## src/hdl/cmbt_pkg.sv

```systemverilog
package cmbt_pkg;

  // ---------------------------------------------------------------
  // Register byte addresses
  // ---------------------------------------------------------------
  localparam logic [15:0] ADDR_MCR0   = 16'h0500;
  localparam logic [15:0] ADDR_MCR1   = 16'h0501;
  localparam logic [15:0] ADDR_BTR0   = 16'h0502;
  localparam logic [15:0] ADDR_BTR1   = 16'h0503;
  localparam logic [15:0] ADDR_RFLG   = 16'h0504;
  localparam logic [15:0] ADDR_RIER   = 16'h0505;
  localparam logic [15:0] ADDR_TFLG   = 16'h0506;
  localparam logic [15:0] ADDR_TCR    = 16'h0507;
  localparam logic [15:0] ADDR_ACTL   = 16'h0508;
  localparam logic [15:0] ADDR_RXERR  = 16'h050E;
  localparam logic [15:0] ADDR_TXERR  = 16'h050F;
  localparam logic [15:0] ADDR_ACODE0 = 16'h0510;
  localparam logic [15:0] ADDR_ACODE1 = 16'h0511;
  localparam logic [15:0] ADDR_AMASK0 = 16'h0514;
  localparam logic [15:0] ADDR_AMASK1 = 16'h0515;

  // ---------------------------------------------------------------
  // Field positions
  // ---------------------------------------------------------------
  localparam int MCR0_SYNCED = 4;
  localparam int MCR0_TLNK   = 3;
  localparam int MCR0_SLPACK = 2;
  localparam int MCR0_SLPREQ = 1;
  localparam int MCR0_SOFTRST = 0;
  localparam int MCR1_LOOP   = 2;
  localparam int MCR1_WFILT  = 1;
  localparam int MCR1_CLKSEL = 0;
  localparam int BTR0_JMP_HI = 7;
  localparam int BTR0_JMP_LO = 6;
  localparam int BTR0_PSC_HI = 5;
  localparam int BTR0_PSC_LO = 0;
  localparam int BTR1_MAJ    = 7;
  localparam int BTR1_TS2_HI = 6;
  localparam int BTR1_TS2_LO = 4;
  localparam int BTR1_TS1_HI = 3;
  localparam int BTR1_TS1_LO = 0;
  localparam int RFLG_WAKE   = 7;
  localparam int FLD3_HI     = 6;
  localparam int FLD3_LO     = 4;
  localparam int TXE_HI      = 2;
  localparam int ACTL_IDAM_HI = 5;
  localparam int ACTL_IDAM_LO = 4;

  // ---------------------------------------------------------------
  // Reset values
  // ---------------------------------------------------------------
  localparam logic       SOFTRST_RST = 1'b1;
  localparam logic [7:0] ZERO_RST    = 8'h00;
  localparam logic [7:0] TFLG_RST    = 8'h07;

  // ---------------------------------------------------------------
  // Timing
  // ---------------------------------------------------------------
  localparam int SYNC_RECESSIVE_BITS = 11;
  localparam int BUSOFF_OCCURRENCES  = 128;
  localparam int SYS_CLK_MHZ         = 200;
  localparam int WUP_FILTER_NS       = 2000;
  localparam int WUP_RAW =
    (WUP_FILTER_NS * SYS_CLK_MHZ + 999) / 1000;
  localparam int WUP_FILTER_CYC = (WUP_RAW < 1) ? 1 : WUP_RAW;

  // Bus synchronisation states
  typedef enum logic [1:0] {
    SYNC_OFF  = 2'b00,
    SYNC_WAIT = 2'b01,
    SYNC_ON   = 2'b10
  } cmbt_sync_t;

  // Majority of three samples
  function automatic logic cmbt_maj3(input logic a, input logic b,
                                     input logic c);
    cmbt_maj3 = (a & b) | (a & c) | (b & c);
  endfunction : cmbt_maj3

endpackage : cmbt_pkg

```

## src/hdl/cmbt_ctrl.sv

```systemverilog
// Contract
// - Read-only status bit shows whether controller is synced to bus.
// - Timer link bit picks controller timer output or port pin.
// - Sleep acknowledge set in sleep, cleared on bus activity.
// - Sleep request asks for sleep; acknowledge confirms entry.
// - Setting soft reset enters it at once, drops bus sync.
// - Soft reset holds control 0, flags, enables, tx control at reset.
// - Config, timing and acceptance registers writable only in soft reset.
// - Soft reset leaves both error counters untouched.
// - Resync after 11 recessive bits, or 128 times that if bus-off.
// - Loop-back feeds tx to rx, ignores rx pin, tx pin recessive.
// - Loop-back takes own frame as received, ignores ack slot.
// - Wake filter mode needs long dominant pulse, else any falling edge.
// - Clock select bit: 1 generator output, 0 crystal by two.
// - Jump width codes 0 to 3 give 1 to 4 quanta.
// - Prescaler code plus one divides clock into time quantum.
// - Sampling bit selects three-sample majority or single sample.
// - Segment one code plus one, segment two code plus one.
// - Bit time is prescaler over clock times quanta per bit.
//
// The strobed register port was chosen for this implementation.
`timescale 1ns/1ps
module cmbt_ctrl
  import cmbt_pkg::*;
#(
  parameter int unsigned WUP_CYCLES = WUP_FILTER_CYC
) (
  // Clock and reset
  input  wire logic       sys_clk,
  input  wire logic       rst_n,
  // Register port
  input  wire logic [15:0] regAddr,
  input  wire logic [7:0]  regWrData,
  input  wire logic        regWr,
  input  wire logic        regRd,
  output logic      [7:0]  regRdData_q,
  // CAN pins
  input  wire logic        canRx,
  output logic             canTx_q,
  // Protocol engine side
  input  wire logic        engTxBit,
  input  wire logic        engTimerOut,
  input  wire logic        engBusOff,
  input  wire logic [6:0]  rxFlagSet,
  input  wire logic [2:0]  txeSet,
  input  wire logic [2:0]  abtakSet,
  input  wire logic [1:0]  idHit,
  input  wire logic [7:0]  rxErrCnt,
  input  wire logic [7:0]  txErrCnt,
  // Timer link
  input  wire logic        portTimerIn,
  output logic             timerIn_q,
  // Status and mode outputs
  output logic             soft_reset_q,
  output logic             busSynced_q,
  output logic             slpAck_q,
  output logic             wakeup_q,
  output logic             clkSel_q,
  output logic             loopBack_q,
  output logic             tqTick_q,
  output logic             samplePulse_q,
  output logic             rxBit_q,
  output logic             busOffDone_q
);

  // ---------------------------------------------------------------
  // Storage
  // ---------------------------------------------------------------
  localparam int DW = $clog2(WUP_CYCLES + 1);
  logic       tlnk_q, slpReq_q, wakeFilt_q;
  logic [7:0] btr0_q, btr1_q, rflg_q, rier_q, tflg_q, tcr_q;
  logic [1:0] idam_q;
  logic [7:0] acode0_q, acode1_q, amask0_q, amask1_q;
  logic [5:0] tqCnt_q;
  logic [4:0] bitTq_q;
  logic [2:0] ext_q;
  logic [1:0] smp_q;
  logic [3:0] recCnt_q;
  logic [6:0] occCnt_q;
  logic [DW-1:0] domCnt_q;
  logic       rxPrev_q;
  cmbt_sync_t syncSt_q, syncSt_d;

  // ---------------------------------------------------------------
  // Address decode
  // ---------------------------------------------------------------
  wire wrMcr0 = regWr && (regAddr == ADDR_MCR0);
  wire wrRflg = regWr && (regAddr == ADDR_RFLG);
  wire wrRier = regWr && (regAddr == ADDR_RIER);
  wire wrTflg = regWr && (regAddr == ADDR_TFLG);
  wire wrTcr  = regWr && (regAddr == ADDR_TCR);
  // ignored unless soft reset is set
  wire pw      = regWr && soft_reset_q;
  wire wrMcr1  = pw && (regAddr == ADDR_MCR1);
  wire wrBtr0  = pw && (regAddr == ADDR_BTR0);
  wire wrBtr1  = pw && (regAddr == ADDR_BTR1);
  wire wrActl  = pw && (regAddr == ADDR_ACTL);
  wire wrCode0 = pw && (regAddr == ADDR_ACODE0);
  wire wrCode1 = pw && (regAddr == ADDR_ACODE1);
  wire wrMask0 = pw && (regAddr == ADDR_AMASK0);
  wire wrMask1 = pw && (regAddr == ADDR_AMASK1);

  // ---------------------------------------------------------------
  // Module control 0
  // ---------------------------------------------------------------
  // soft reset takes effect on the write edge
  wire soft_reset_d = wrMcr0 ? regWrData[MCR0_SOFTRST] : soft_reset_q;
  wire inSoft   = soft_reset_q || soft_reset_d;
  wire rxSrc;
  wire wakeEvt;
  // other control bits pinned while in soft reset
  // clearing soft reset cannot also set other bits
  wire tlnk_d   = inSoft ? 1'b0
                : (wrMcr0 ? regWrData[MCR0_TLNK] : tlnk_q);
  // request drops on wakeup so sleep is not re-entered
  wire slpReq_d = inSoft ? 1'b0
                : wrMcr0 ? regWrData[MCR0_SLPREQ]
                : (wakeEvt ? 1'b0 : slpReq_q);
  // enter only on an idle bus, leave on activity
  wire slpAck_d = inSoft ? 1'b0
                : slpAck_q ? (slpReq_q && !wakeEvt)
                : (slpReq_q && rxSrc);

  // Control 0 flops
  always_ff @(posedge sys_clk or negedge rst_n) begin
    if (!rst_n) begin
      soft_reset_q <= SOFTRST_RST;
      tlnk_q   <= 1'b0;
      slpReq_q <= 1'b0;
      slpAck_q <= 1'b0;
    end else begin
      soft_reset_q <= soft_reset_d;
      tlnk_q   <= tlnk_d;
      slpReq_q <= slpReq_d;
      slpAck_q <= slpAck_d;
    end
  end

  // ---------------------------------------------------------------
  // Protected configuration registers
  // ---------------------------------------------------------------
  // Written only while in soft reset, so timing never shifts mid-frame
  always_ff @(posedge sys_clk or negedge rst_n) begin
    if (!rst_n) begin
      {loopBack_q, wakeFilt_q, clkSel_q} <= 3'h0;
      btr0_q   <= ZERO_RST;
      btr1_q   <= ZERO_RST;
      idam_q   <= 2'h0;
      acode0_q <= ZERO_RST;
      acode1_q <= ZERO_RST;
      amask0_q <= ZERO_RST;
      amask1_q <= ZERO_RST;
    end else begin
      if (wrMcr1) begin
        loopBack_q <= regWrData[MCR1_LOOP];
        wakeFilt_q <= regWrData[MCR1_WFILT];
        clkSel_q   <= regWrData[MCR1_CLKSEL];
      end
      if (wrBtr0)  btr0_q   <= regWrData;
      if (wrBtr1)  btr1_q   <= regWrData;
      if (wrActl)  idam_q   <= regWrData[ACTL_IDAM_HI:ACTL_IDAM_LO];
      if (wrCode0) acode0_q <= regWrData;
      if (wrCode1) acode1_q <= regWrData;
      if (wrMask0) amask0_q <= regWrData;
      if (wrMask1) amask1_q <= regWrData;
    end
  end

  // ---------------------------------------------------------------
  // Flag and enable registers
  // ---------------------------------------------------------------
  wire [7:0] rClr   = wrRflg ? regWrData : ZERO_RST;
  wire [2:0] tClr   = wrTflg ? regWrData[TXE_HI:0] : 3'h0;
  wire [2:0] txeNxt = (tflg_q[TXE_HI:0] & ~tClr) | txeSet;
  // Clearing an empty flag also clears its abort flag; set wins
  wire [2:0] abkNxt = (tflg_q[FLD3_HI:FLD3_LO] & ~tClr) | abtakSet;
  wire [7:0] tcrW   = wrTcr ? regWrData : tcr_q;
  // Abort request retires when its buffer reports empty
  wire [2:0] abrNxt = tcrW[FLD3_HI:FLD3_LO] & ~txeSet;

  // held at reset value during soft reset
  always_ff @(posedge sys_clk or negedge rst_n) begin
    if (!rst_n) begin
      rflg_q <= ZERO_RST;
      rier_q <= ZERO_RST;
      tflg_q <= TFLG_RST;
      tcr_q  <= ZERO_RST;
    end else if (soft_reset_q) begin
      rflg_q <= ZERO_RST;
      rier_q <= ZERO_RST;
      tflg_q <= TFLG_RST;
      tcr_q  <= ZERO_RST;
    end else begin
      rflg_q <= (rflg_q & ~rClr) | {wakeEvt, rxFlagSet};
      if (wrRier) rier_q <= regWrData;
      tflg_q <= {1'b0, abkNxt, 1'b0, txeNxt};
      tcr_q  <= {1'b0, abrNxt, 1'b0, tcrW[TXE_HI:0]};
    end
  end

  // ---------------------------------------------------------------
  // Read path
  // ---------------------------------------------------------------
  logic [7:0] rdMux;
  // Unmapped and reserved bytes read as zero
  always_comb begin
    case (regAddr)
      ADDR_MCR0:   rdMux = {3'h0, busSynced_q, tlnk_q, slpAck_q,
                            slpReq_q, soft_reset_q};
      ADDR_MCR1:   rdMux = {5'h00, loopBack_q, wakeFilt_q, clkSel_q};
      ADDR_BTR0:   rdMux = btr0_q;
      ADDR_BTR1:   rdMux = btr1_q;
      ADDR_RFLG:   rdMux = rflg_q;
      ADDR_RIER:   rdMux = rier_q;
      ADDR_TFLG:   rdMux = tflg_q;
      ADDR_TCR:    rdMux = tcr_q;
      ADDR_ACTL:   rdMux = {2'h0, idam_q, 2'h0, idHit};
      // counters pass through, soft reset never touches them
      ADDR_RXERR:  rdMux = rxErrCnt;
      ADDR_TXERR:  rdMux = txErrCnt;
      ADDR_ACODE0: rdMux = acode0_q;
      ADDR_ACODE1: rdMux = acode1_q;
      ADDR_AMASK0: rdMux = amask0_q;
      ADDR_AMASK1: rdMux = amask1_q;
      default:     rdMux = ZERO_RST;
    endcase
  end

  // Read data stands for the one cycle after the strobe only
  always_ff @(posedge sys_clk or negedge rst_n) begin
    if (!rst_n) regRdData_q <= ZERO_RST;
    else        regRdData_q <= regRd ? rdMux : ZERO_RST;
  end

  // ---------------------------------------------------------------
  // Pins, loop-back and timer link
  // ---------------------------------------------------------------
  // receiver sees own transmit stream, rx pin ignored
  // own frame arrives as if from a remote node
  assign rxSrc = loopBack_q ? engTxBit : canRx;

  always_ff @(posedge sys_clk or negedge rst_n) begin
    if (!rst_n) begin
      canTx_q   <= 1'b1;
      timerIn_q <= 1'b0;
    end else begin
      // transmit pin parked recessive in loop-back
      canTx_q   <= loopBack_q ? 1'b1 : engTxBit;
      timerIn_q <= tlnk_q ? engTimerOut : portTimerIn;
    end
  end

  // ---------------------------------------------------------------
  // Wakeup detection
  // ---------------------------------------------------------------
  wire [DW-1:0] domMax = DW'(WUP_CYCLES - 1);
  wire [DW-1:0] domCnt_d = rxSrc ? '0
                         : (domCnt_q == domMax) ? domCnt_q
                         : domCnt_q + 1'b1;
  // filtered pulse length or plain falling edge
  wire wakeRaw = wakeFilt_q ? (!rxSrc && domCnt_q == domMax)
                            : (rxPrev_q && !rxSrc);
  assign wakeEvt = slpAck_q && wakeRaw;

  always_ff @(posedge sys_clk or negedge rst_n) begin
    if (!rst_n) begin
      domCnt_q <= '0;
      rxPrev_q <= 1'b1;
      wakeup_q <= 1'b0;
    end else begin
      domCnt_q <= domCnt_d;
      rxPrev_q <= rxSrc;
      wakeup_q <= wakeEvt;
    end
  end

  // ---------------------------------------------------------------
  // Bit timing
  // ---------------------------------------------------------------
  // quantum is prescaler code plus one clocks
  wire [5:0] presc   = btr0_q[BTR0_PSC_HI:BTR0_PSC_LO];
  wire       tqTick  = !soft_reset_q && (tqCnt_q == presc);
  wire [2:0] jumpW   = {1'b0, btr0_q[BTR0_JMP_HI:BTR0_JMP_LO]} + 3'h1;
  // segment lengths are code plus one
  wire [4:0] seg1Len = {1'b0, btr1_q[BTR1_TS1_HI:BTR1_TS1_LO]} + 5'h01;
  wire [4:0] seg2Len = {2'h0, btr1_q[BTR1_TS2_HI:BTR1_TS2_LO]} + 5'h01;
  wire [4:0] seg1End = seg1Len + {2'h0, ext_q};
  // bit is sync quantum plus both segments
  wire [4:0] bitEnd  = seg1End + seg2Len;
  wire       edgeTq  = tqTick && smp_q[0] && !rxSrc;
  wire       sampleNow = tqTick && (bitTq_q == seg1End);
  wire       inSeg2  = bitTq_q > seg1End;
  wire [4:0] remain  = bitEnd - bitTq_q;
  wire [4:0] errTq   = (bitTq_q > {2'h0, jumpW}) ? {2'h0, jumpW} : bitTq_q;
  // majority over sample point and two earlier quanta
  wire       bitVal  = btr1_q[BTR1_MAJ]
                     ? cmbt_maj3(rxSrc, smp_q[0], smp_q[1]) : rxSrc;

  logic [4:0] bitTq_d;
  logic [2:0] ext_d;
  always_comb begin
    bitTq_d = bitTq_q;
    ext_d   = ext_q;
    if (tqTick) begin
      if (edgeTq && syncSt_q != SYNC_ON) begin
        bitTq_d = 5'h01;
        ext_d   = 3'h0;
      end else if (edgeTq && inSeg2 && remain <= {2'h0, jumpW}) begin
        bitTq_d = 5'h01;
        ext_d   = 3'h0;
      end else if (edgeTq && inSeg2) begin
        bitTq_d = bitTq_q + 5'h01 + {2'h0, jumpW};
      end else if (bitTq_q == bitEnd) begin
        bitTq_d = 5'h00;
        ext_d   = 3'h0;
      end else begin
        bitTq_d = bitTq_q + 5'h01;
        if (edgeTq && bitTq_q != 5'h00) ext_d = errTq[2:0];
      end
    end
  end

  // Timing flops, counters frozen at zero and samples at recessive in soft reset
  always_ff @(posedge sys_clk or negedge rst_n) begin
    if (!rst_n) begin
      tqCnt_q <= 6'h00;
      bitTq_q <= 5'h00;
      ext_q   <= 3'h0;
      smp_q   <= 2'h3;
    end else if (soft_reset_q) begin
      tqCnt_q <= 6'h00;
      bitTq_q <= 5'h00;
      ext_q   <= 3'h0;
      smp_q   <= 2'h3;
    end else begin
      tqCnt_q <= tqTick ? 6'h00 : tqCnt_q + 6'h01;
      bitTq_q <= bitTq_d;
      ext_q   <= ext_d;
      if (tqTick) smp_q <= {smp_q[0], rxSrc};
    end
  end

  // Sampled bit towards the engine
  always_ff @(posedge sys_clk or negedge rst_n) begin
    if (!rst_n) begin
      tqTick_q      <= 1'b0;
      samplePulse_q <= 1'b0;
      rxBit_q       <= 1'b1;
    end else begin
      tqTick_q      <= tqTick;
      samplePulse_q <= sampleNow;
      if (sampleNow) rxBit_q <= bitVal;
    end
  end

  // ---------------------------------------------------------------
  // Bus synchronisation
  // ---------------------------------------------------------------
  localparam logic [3:0] REC_LAST = 4'(SYNC_RECESSIVE_BITS - 1);
  localparam logic [6:0] OCC_LAST = 7'(BUSOFF_OCCURRENCES - 1);
  wire recDone = sampleNow && bitVal && recCnt_q == REC_LAST;
  wire occDone = recDone && engBusOff && occCnt_q == OCC_LAST;

  // idle-bit counting, bus-off needs many idle runs
  always_comb begin
    case (syncSt_q)
      SYNC_OFF:  syncSt_d = SYNC_WAIT;
      SYNC_WAIT: syncSt_d = (recDone && (!engBusOff || occDone))
                          ? SYNC_ON : SYNC_WAIT;
      SYNC_ON:   syncSt_d = engBusOff ? SYNC_WAIT : SYNC_ON;
      default:   syncSt_d = SYNC_OFF;
    endcase
    // soft reset drops sync on the very write edge
    if (inSoft) syncSt_d = SYNC_OFF;
  end

  always_ff @(posedge sys_clk or negedge rst_n) begin
    if (!rst_n) begin
      syncSt_q <= SYNC_OFF;
      recCnt_q <= 4'h0;
      occCnt_q <= 7'h00;
    end else begin
      syncSt_q <= syncSt_d;
      if (syncSt_q != SYNC_WAIT || (sampleNow && !bitVal) || recDone)
        recCnt_q <= 4'h0;
      else if (sampleNow)
        recCnt_q <= recCnt_q + 4'h1;
      if (syncSt_q != SYNC_WAIT || !engBusOff)
        occCnt_q <= 7'h00;
      else if (recDone)
        occCnt_q <= occCnt_q + 7'h01;
    end
  end

  // status bit registered from the next-state value
  always_ff @(posedge sys_clk or negedge rst_n) begin
    if (!rst_n) begin
      busSynced_q  <= 1'b0;
      busOffDone_q <= 1'b0;
    end else begin
      busSynced_q  <= syncSt_d == SYNC_ON;
      busOffDone_q <= syncSt_q == SYNC_WAIT && occDone;
    end
  end
endmodule : cmbt_ctrl

```

## config.mk

```make
export PLATFORM = sky130hd
export DESIGN_NAME = cmbt_ctrl
export DESIGN_NICKNAME = d
export VERILOG_FILES = /design/src/hdl/cmbt_pkg.sv /design/src/hdl/cmbt_ctrl.sv
export SDC_FILE = /design/constraint.sdc
export NUM_CORES = 1
export LEC_CHECK = 0
export ABC_AREA = 1
export BUFFER_PORTS_ARGS = -buffer_cell sky130_fd_sc_hd__buf_2
export CORE_ASPECT_RATIO = 0.75
export CORE_MARGIN = 3
export CORE_UTILIZATION = 45
export CTS_CLUSTER_SIZE = 28
export DETAILED_ROUTE_END_ITERATION = 10
export GPL_TIMING_DRIVEN = 0
export PLACE_DENSITY = 0.62
export SLEW_MARGIN = 20
export SYNTH_ARGS = -nofsm -noshare
export SYNTH_HDL_FRONTEND = slang
export SYNTH_SLANG_ARGS = --single-unit
```

## constraint.sdc

```tcl
create_clock -name sys_clk -period 8.9 [get_ports sys_clk]
set_input_delay 0.445 -clock sys_clk [delete_from_list [all_inputs] [get_ports sys_clk]]
set_output_delay 0.445 -clock sys_clk [all_outputs]
set_load 0.005 [all_outputs]
```

==> metrics <==
wire per inst 16.7 um; area leader, netlist dfrtp_1; syn avg cell area 7.72 sq um; reg2reg path depth 20; syn nets 1127; switching share of power between 20% and 30%; Yosys warning total 0; # nets final about 1200; HPWL Detailed between 15000 and 20000 um; Setup crit start kind flip-flop; DR vias/cell 5.31; total wire length 23100 um; Tot Pwr about 0.0014 W; Placement Rows 41; PwrDens 154 nW/um^2; H-tree levels 4; Worst Hold Class in2reg; Post-DRT Antenna Nets 0; clock skew approximately 0.015 ns; clock tree buffer depth 2; Max FO, Critical Path 4; area of the multi-input gates between 3000 and 4000 sq um; Pint 0.00109 W; Critical Path Start btr1_q[0]$_DFFE_PN0P_; Hold Slack 0.228 ns; area grow syn2layout 17.2%; relative slew slack 54.0%; Seq/Total Area, Yosys 44.3%; dominant cell by count in the synthesized netlist nand2_1; first-pass GRT wire length around 36000 um; crit share post-route 46.3%; leading post-synthesis cells by instance count nand2_1, dfrtp_1, inv_1, o21ai_0, nor2_1; post-synthesis register bit count 140; Fin. Hold Viols 0; Critical Path RT slightly above 9 ns; GRT Overall Usage 24.5%; initial antenna violation count 0; post-synthesis cell area 7940 sq um; number of fill cells in the layout about 1700; Synth Area in Compound Gates 12.8%; Worst-Skew Late Latency 0.43 ns; highest clock rate 0.243 GHz; CTS tree built; maximum VDD drop 130 uV; ys async rst share 100%; Post-CTS Hold Buffers 1; Synth Area in XOR/XNOR under 10%; cts bufs inserted 17; I/O pin cnt 84; minimum clock period about 4.1 ns; hold path depth 2; Die W 159 um; largest net degree at the start of global routing 92; simple-gate portion of the synthesized area 28.4%; crit path kind reg2reg; GP Congestion 0.955; R2R Path End ext_q[1]$_DFFE_PN0P_; hold_sp txeSet[0]; unrepaired setup endpoints after global routing no; Pre-antenna DRT Iters 6; initial DRC count between 700 and 800; Reg power frac 44.6%; Netlist cell types 51; EDFF count, synth 0; CTS Root Cell clkbuf_16; Sink Count between 100 and 150; outcome finished clean; Yosys top cell area share 41.3%; GRT Residual Overflow 0; switching pwr 0.000344 W; max-cap violations 0; antenna diode count 0; die area 19300 sq um; CP Data Arrival Time roughly 4.4 ns; Die Y about 120 um; critical path capture point type flip-flop; register area 3510 sq um; post-route design area 9300 sq um; Placed Area 8690 sq um; prevailing post-synth register cell dfrtp_1; # DRC 0; Leak 4.57 nW; Reg clk slew, reported paths 0.06 ns; Worst Hold Endpoint tcr_q[4]$_DFF_PN0_; setup TNS 0 ns; Synth area leaders dfrtp_1, nand2_1, inv_1, o21ai_0, ha_1; Vias 7333; FF-to-FF Start btr1_q[0]$_DFFE_PN0P_; max-slew violations 0; Gate power share 4.0%; R2R Setup Slk 4.78 ns; port buffer count slightly above 80; post-synthesis mux area share 0.142%; pin slew with the least headroom to its limit 0.683 ns; Starting Density 46.6%; largest family of logic cells by synthesized area simple AND/OR/NAND/NOR gates; total core area roughly 17000 sq um; Post-CTS Resized 0; Mapped Cells 1028; clock share of power between 50 and 60%; Setup-failing EPs final 0; fraction of layout instances using a drive strength above 1 15.7%; vias in the first global route 6504; Adder-Cell Fraction of Synth Area roughly 5.9%; setup repair bufs after CTS 0
[critical path, cell delays in order, from the launching register on]
cell and delay, ns:
dfrtp_1 0.38, inv_1 0.14, ha_1 0.20, fa_1 0.51, fa_1 0.46, xnor2_1 0.29, ha_1 0.34, xnor2_1 0.26
ha_1 0.31, a31oi_1 0.18, nand2_1 0.06, nand2_1 0.08, nand2_1 0.05, nor2_1 0.12, nand3_1 0.14, nand2_2 0.10
nor2_2 0.05, nor2_4 0.12, nand2_2 0.09, nand2_1 0.06, nand2_1 0.05
[layer usage]
metal	global-route usage, %	wire length, um	vias up
met3	7.30	2220	23
li1	-	-	3587
met1	39.0	11700	3423
met2	32.1	8850	300
met4	5.52	274	0
met5	0	0	-
[layout make-up]
| class | instances | share of cell area, % |
|---|---|---|
| well taps | 236 | 3.17 |
| repair buffers | 85 | 4.98 |
| flip-flops and latches | 140 | 37.8 |
| clock buffers | 19 | 4.87 |
| multi-input cells | 740 | 41.5 |
| plain buffers | 10 | 0.457 |
| clock inverters | 13 | 1.65 |
| inverters | 138 | 5.59 |
[cell families (layout without fill, tap and decap cells)]
family / after synthesis / count (layout)
and+or+nand+nor: 505 / 505
AOI/OAI and AO/OA: 187 / 187
buffers and inverters: 148 / 265
DFF: 140 / 140
adders and majority gates: 35 / 35
xor gates and xnor gates: 12 / 12
muxes: 1 / 1
[sequential cells by signal, summed over array words and instances (netlist names), 2 cells and up]
name         count
ext_q            3
acode0_q         8
btr1_q           8
rflg_q           8
bitTq_q          5
recCnt_q         4
acode1_q         8
rier_q           8
regRdData_q      8
tqCnt_q          6
syncSt_q         2
btr0_q           8
tcr_q            6
smp_q            2
amask1_q         8
amask0_q         8
occCnt_q         7
idam_q           2
domCnt_q         9
tflg_q           6
[placed cells by master, fill, tap and decap left out, types with 5 or more instances in the layout]
| master | count |
|---|---|
| o21ai_1 | 25 |
| dfstp_2 | 9 |
| inv_1 | 123 |
| buf_2 | 86 |
| nor2_1 | 83 |
| nand4_1 | 18 |
| nor2_2 | 9 |
| clkbuf_16 | 17 |
| a31oi_1 | 6 |
| o21ai_0 | 84 |
| a21oi_1 | 42 |
| nand2_2 | 7 |
| nor3_1 | 22 |
| nand2_1 | 278 |
| clkbuf_1 | 5 |
| o22ai_1 | 7 |
| nand3_1 | 60 |
| dfrtp_1 | 131 |
| xor2_1 | 8 |
| inv_2 | 13 |
| ha_1 | 31 |
| inv_6 | 6 |
| nor2_4 | 5 |
[power groups by stage]
stage / Clock, W / Sequential, W / Combinational [W]
final: 0.000737 / 0.000640 / 0.0000578
after global routing: 0.000777 / 0.000640 / 0.0000641
after CTS: 0.000746 / 0.000640 / 0.0000582
after detailed placement: 0 / 0.000651 / 0.0000576
after global placement: 0 / 0.000651 / 0.0000558
after floorplan: 0 / 0.000651 / 0.0000161
[worst max path at each step]
stage | endpoint | cells after the start
final | ext_q[1]$_DFFE_PN0P_ | 20
after global routing | ext_q[0]$_DFFE_PN0P_ | 23
after CTS | ext_q[1]$_DFFE_PN0P_ | 20
after floorplan | ext_q[1]$_DFFE_PN0P_ | 19
after global placement | ext_q[1]$_DFFE_PN0P_ | 20
after detailed placement | ext_q[2]$_DFFE_PN0P_ | 20
[metrics by stage]
step	setup slack, ns	instances	utilization [%]
finish	4.78	1381	54.6
global route	4.59	1381	54.6
CTS	4.83	1381	54.6
detailed placement	4.86	1348	51.0
global placement	4.91	1347	50.8
floorplan	5.42	1028	-
No activity file was read; power rests on OpenSTA's default activity.
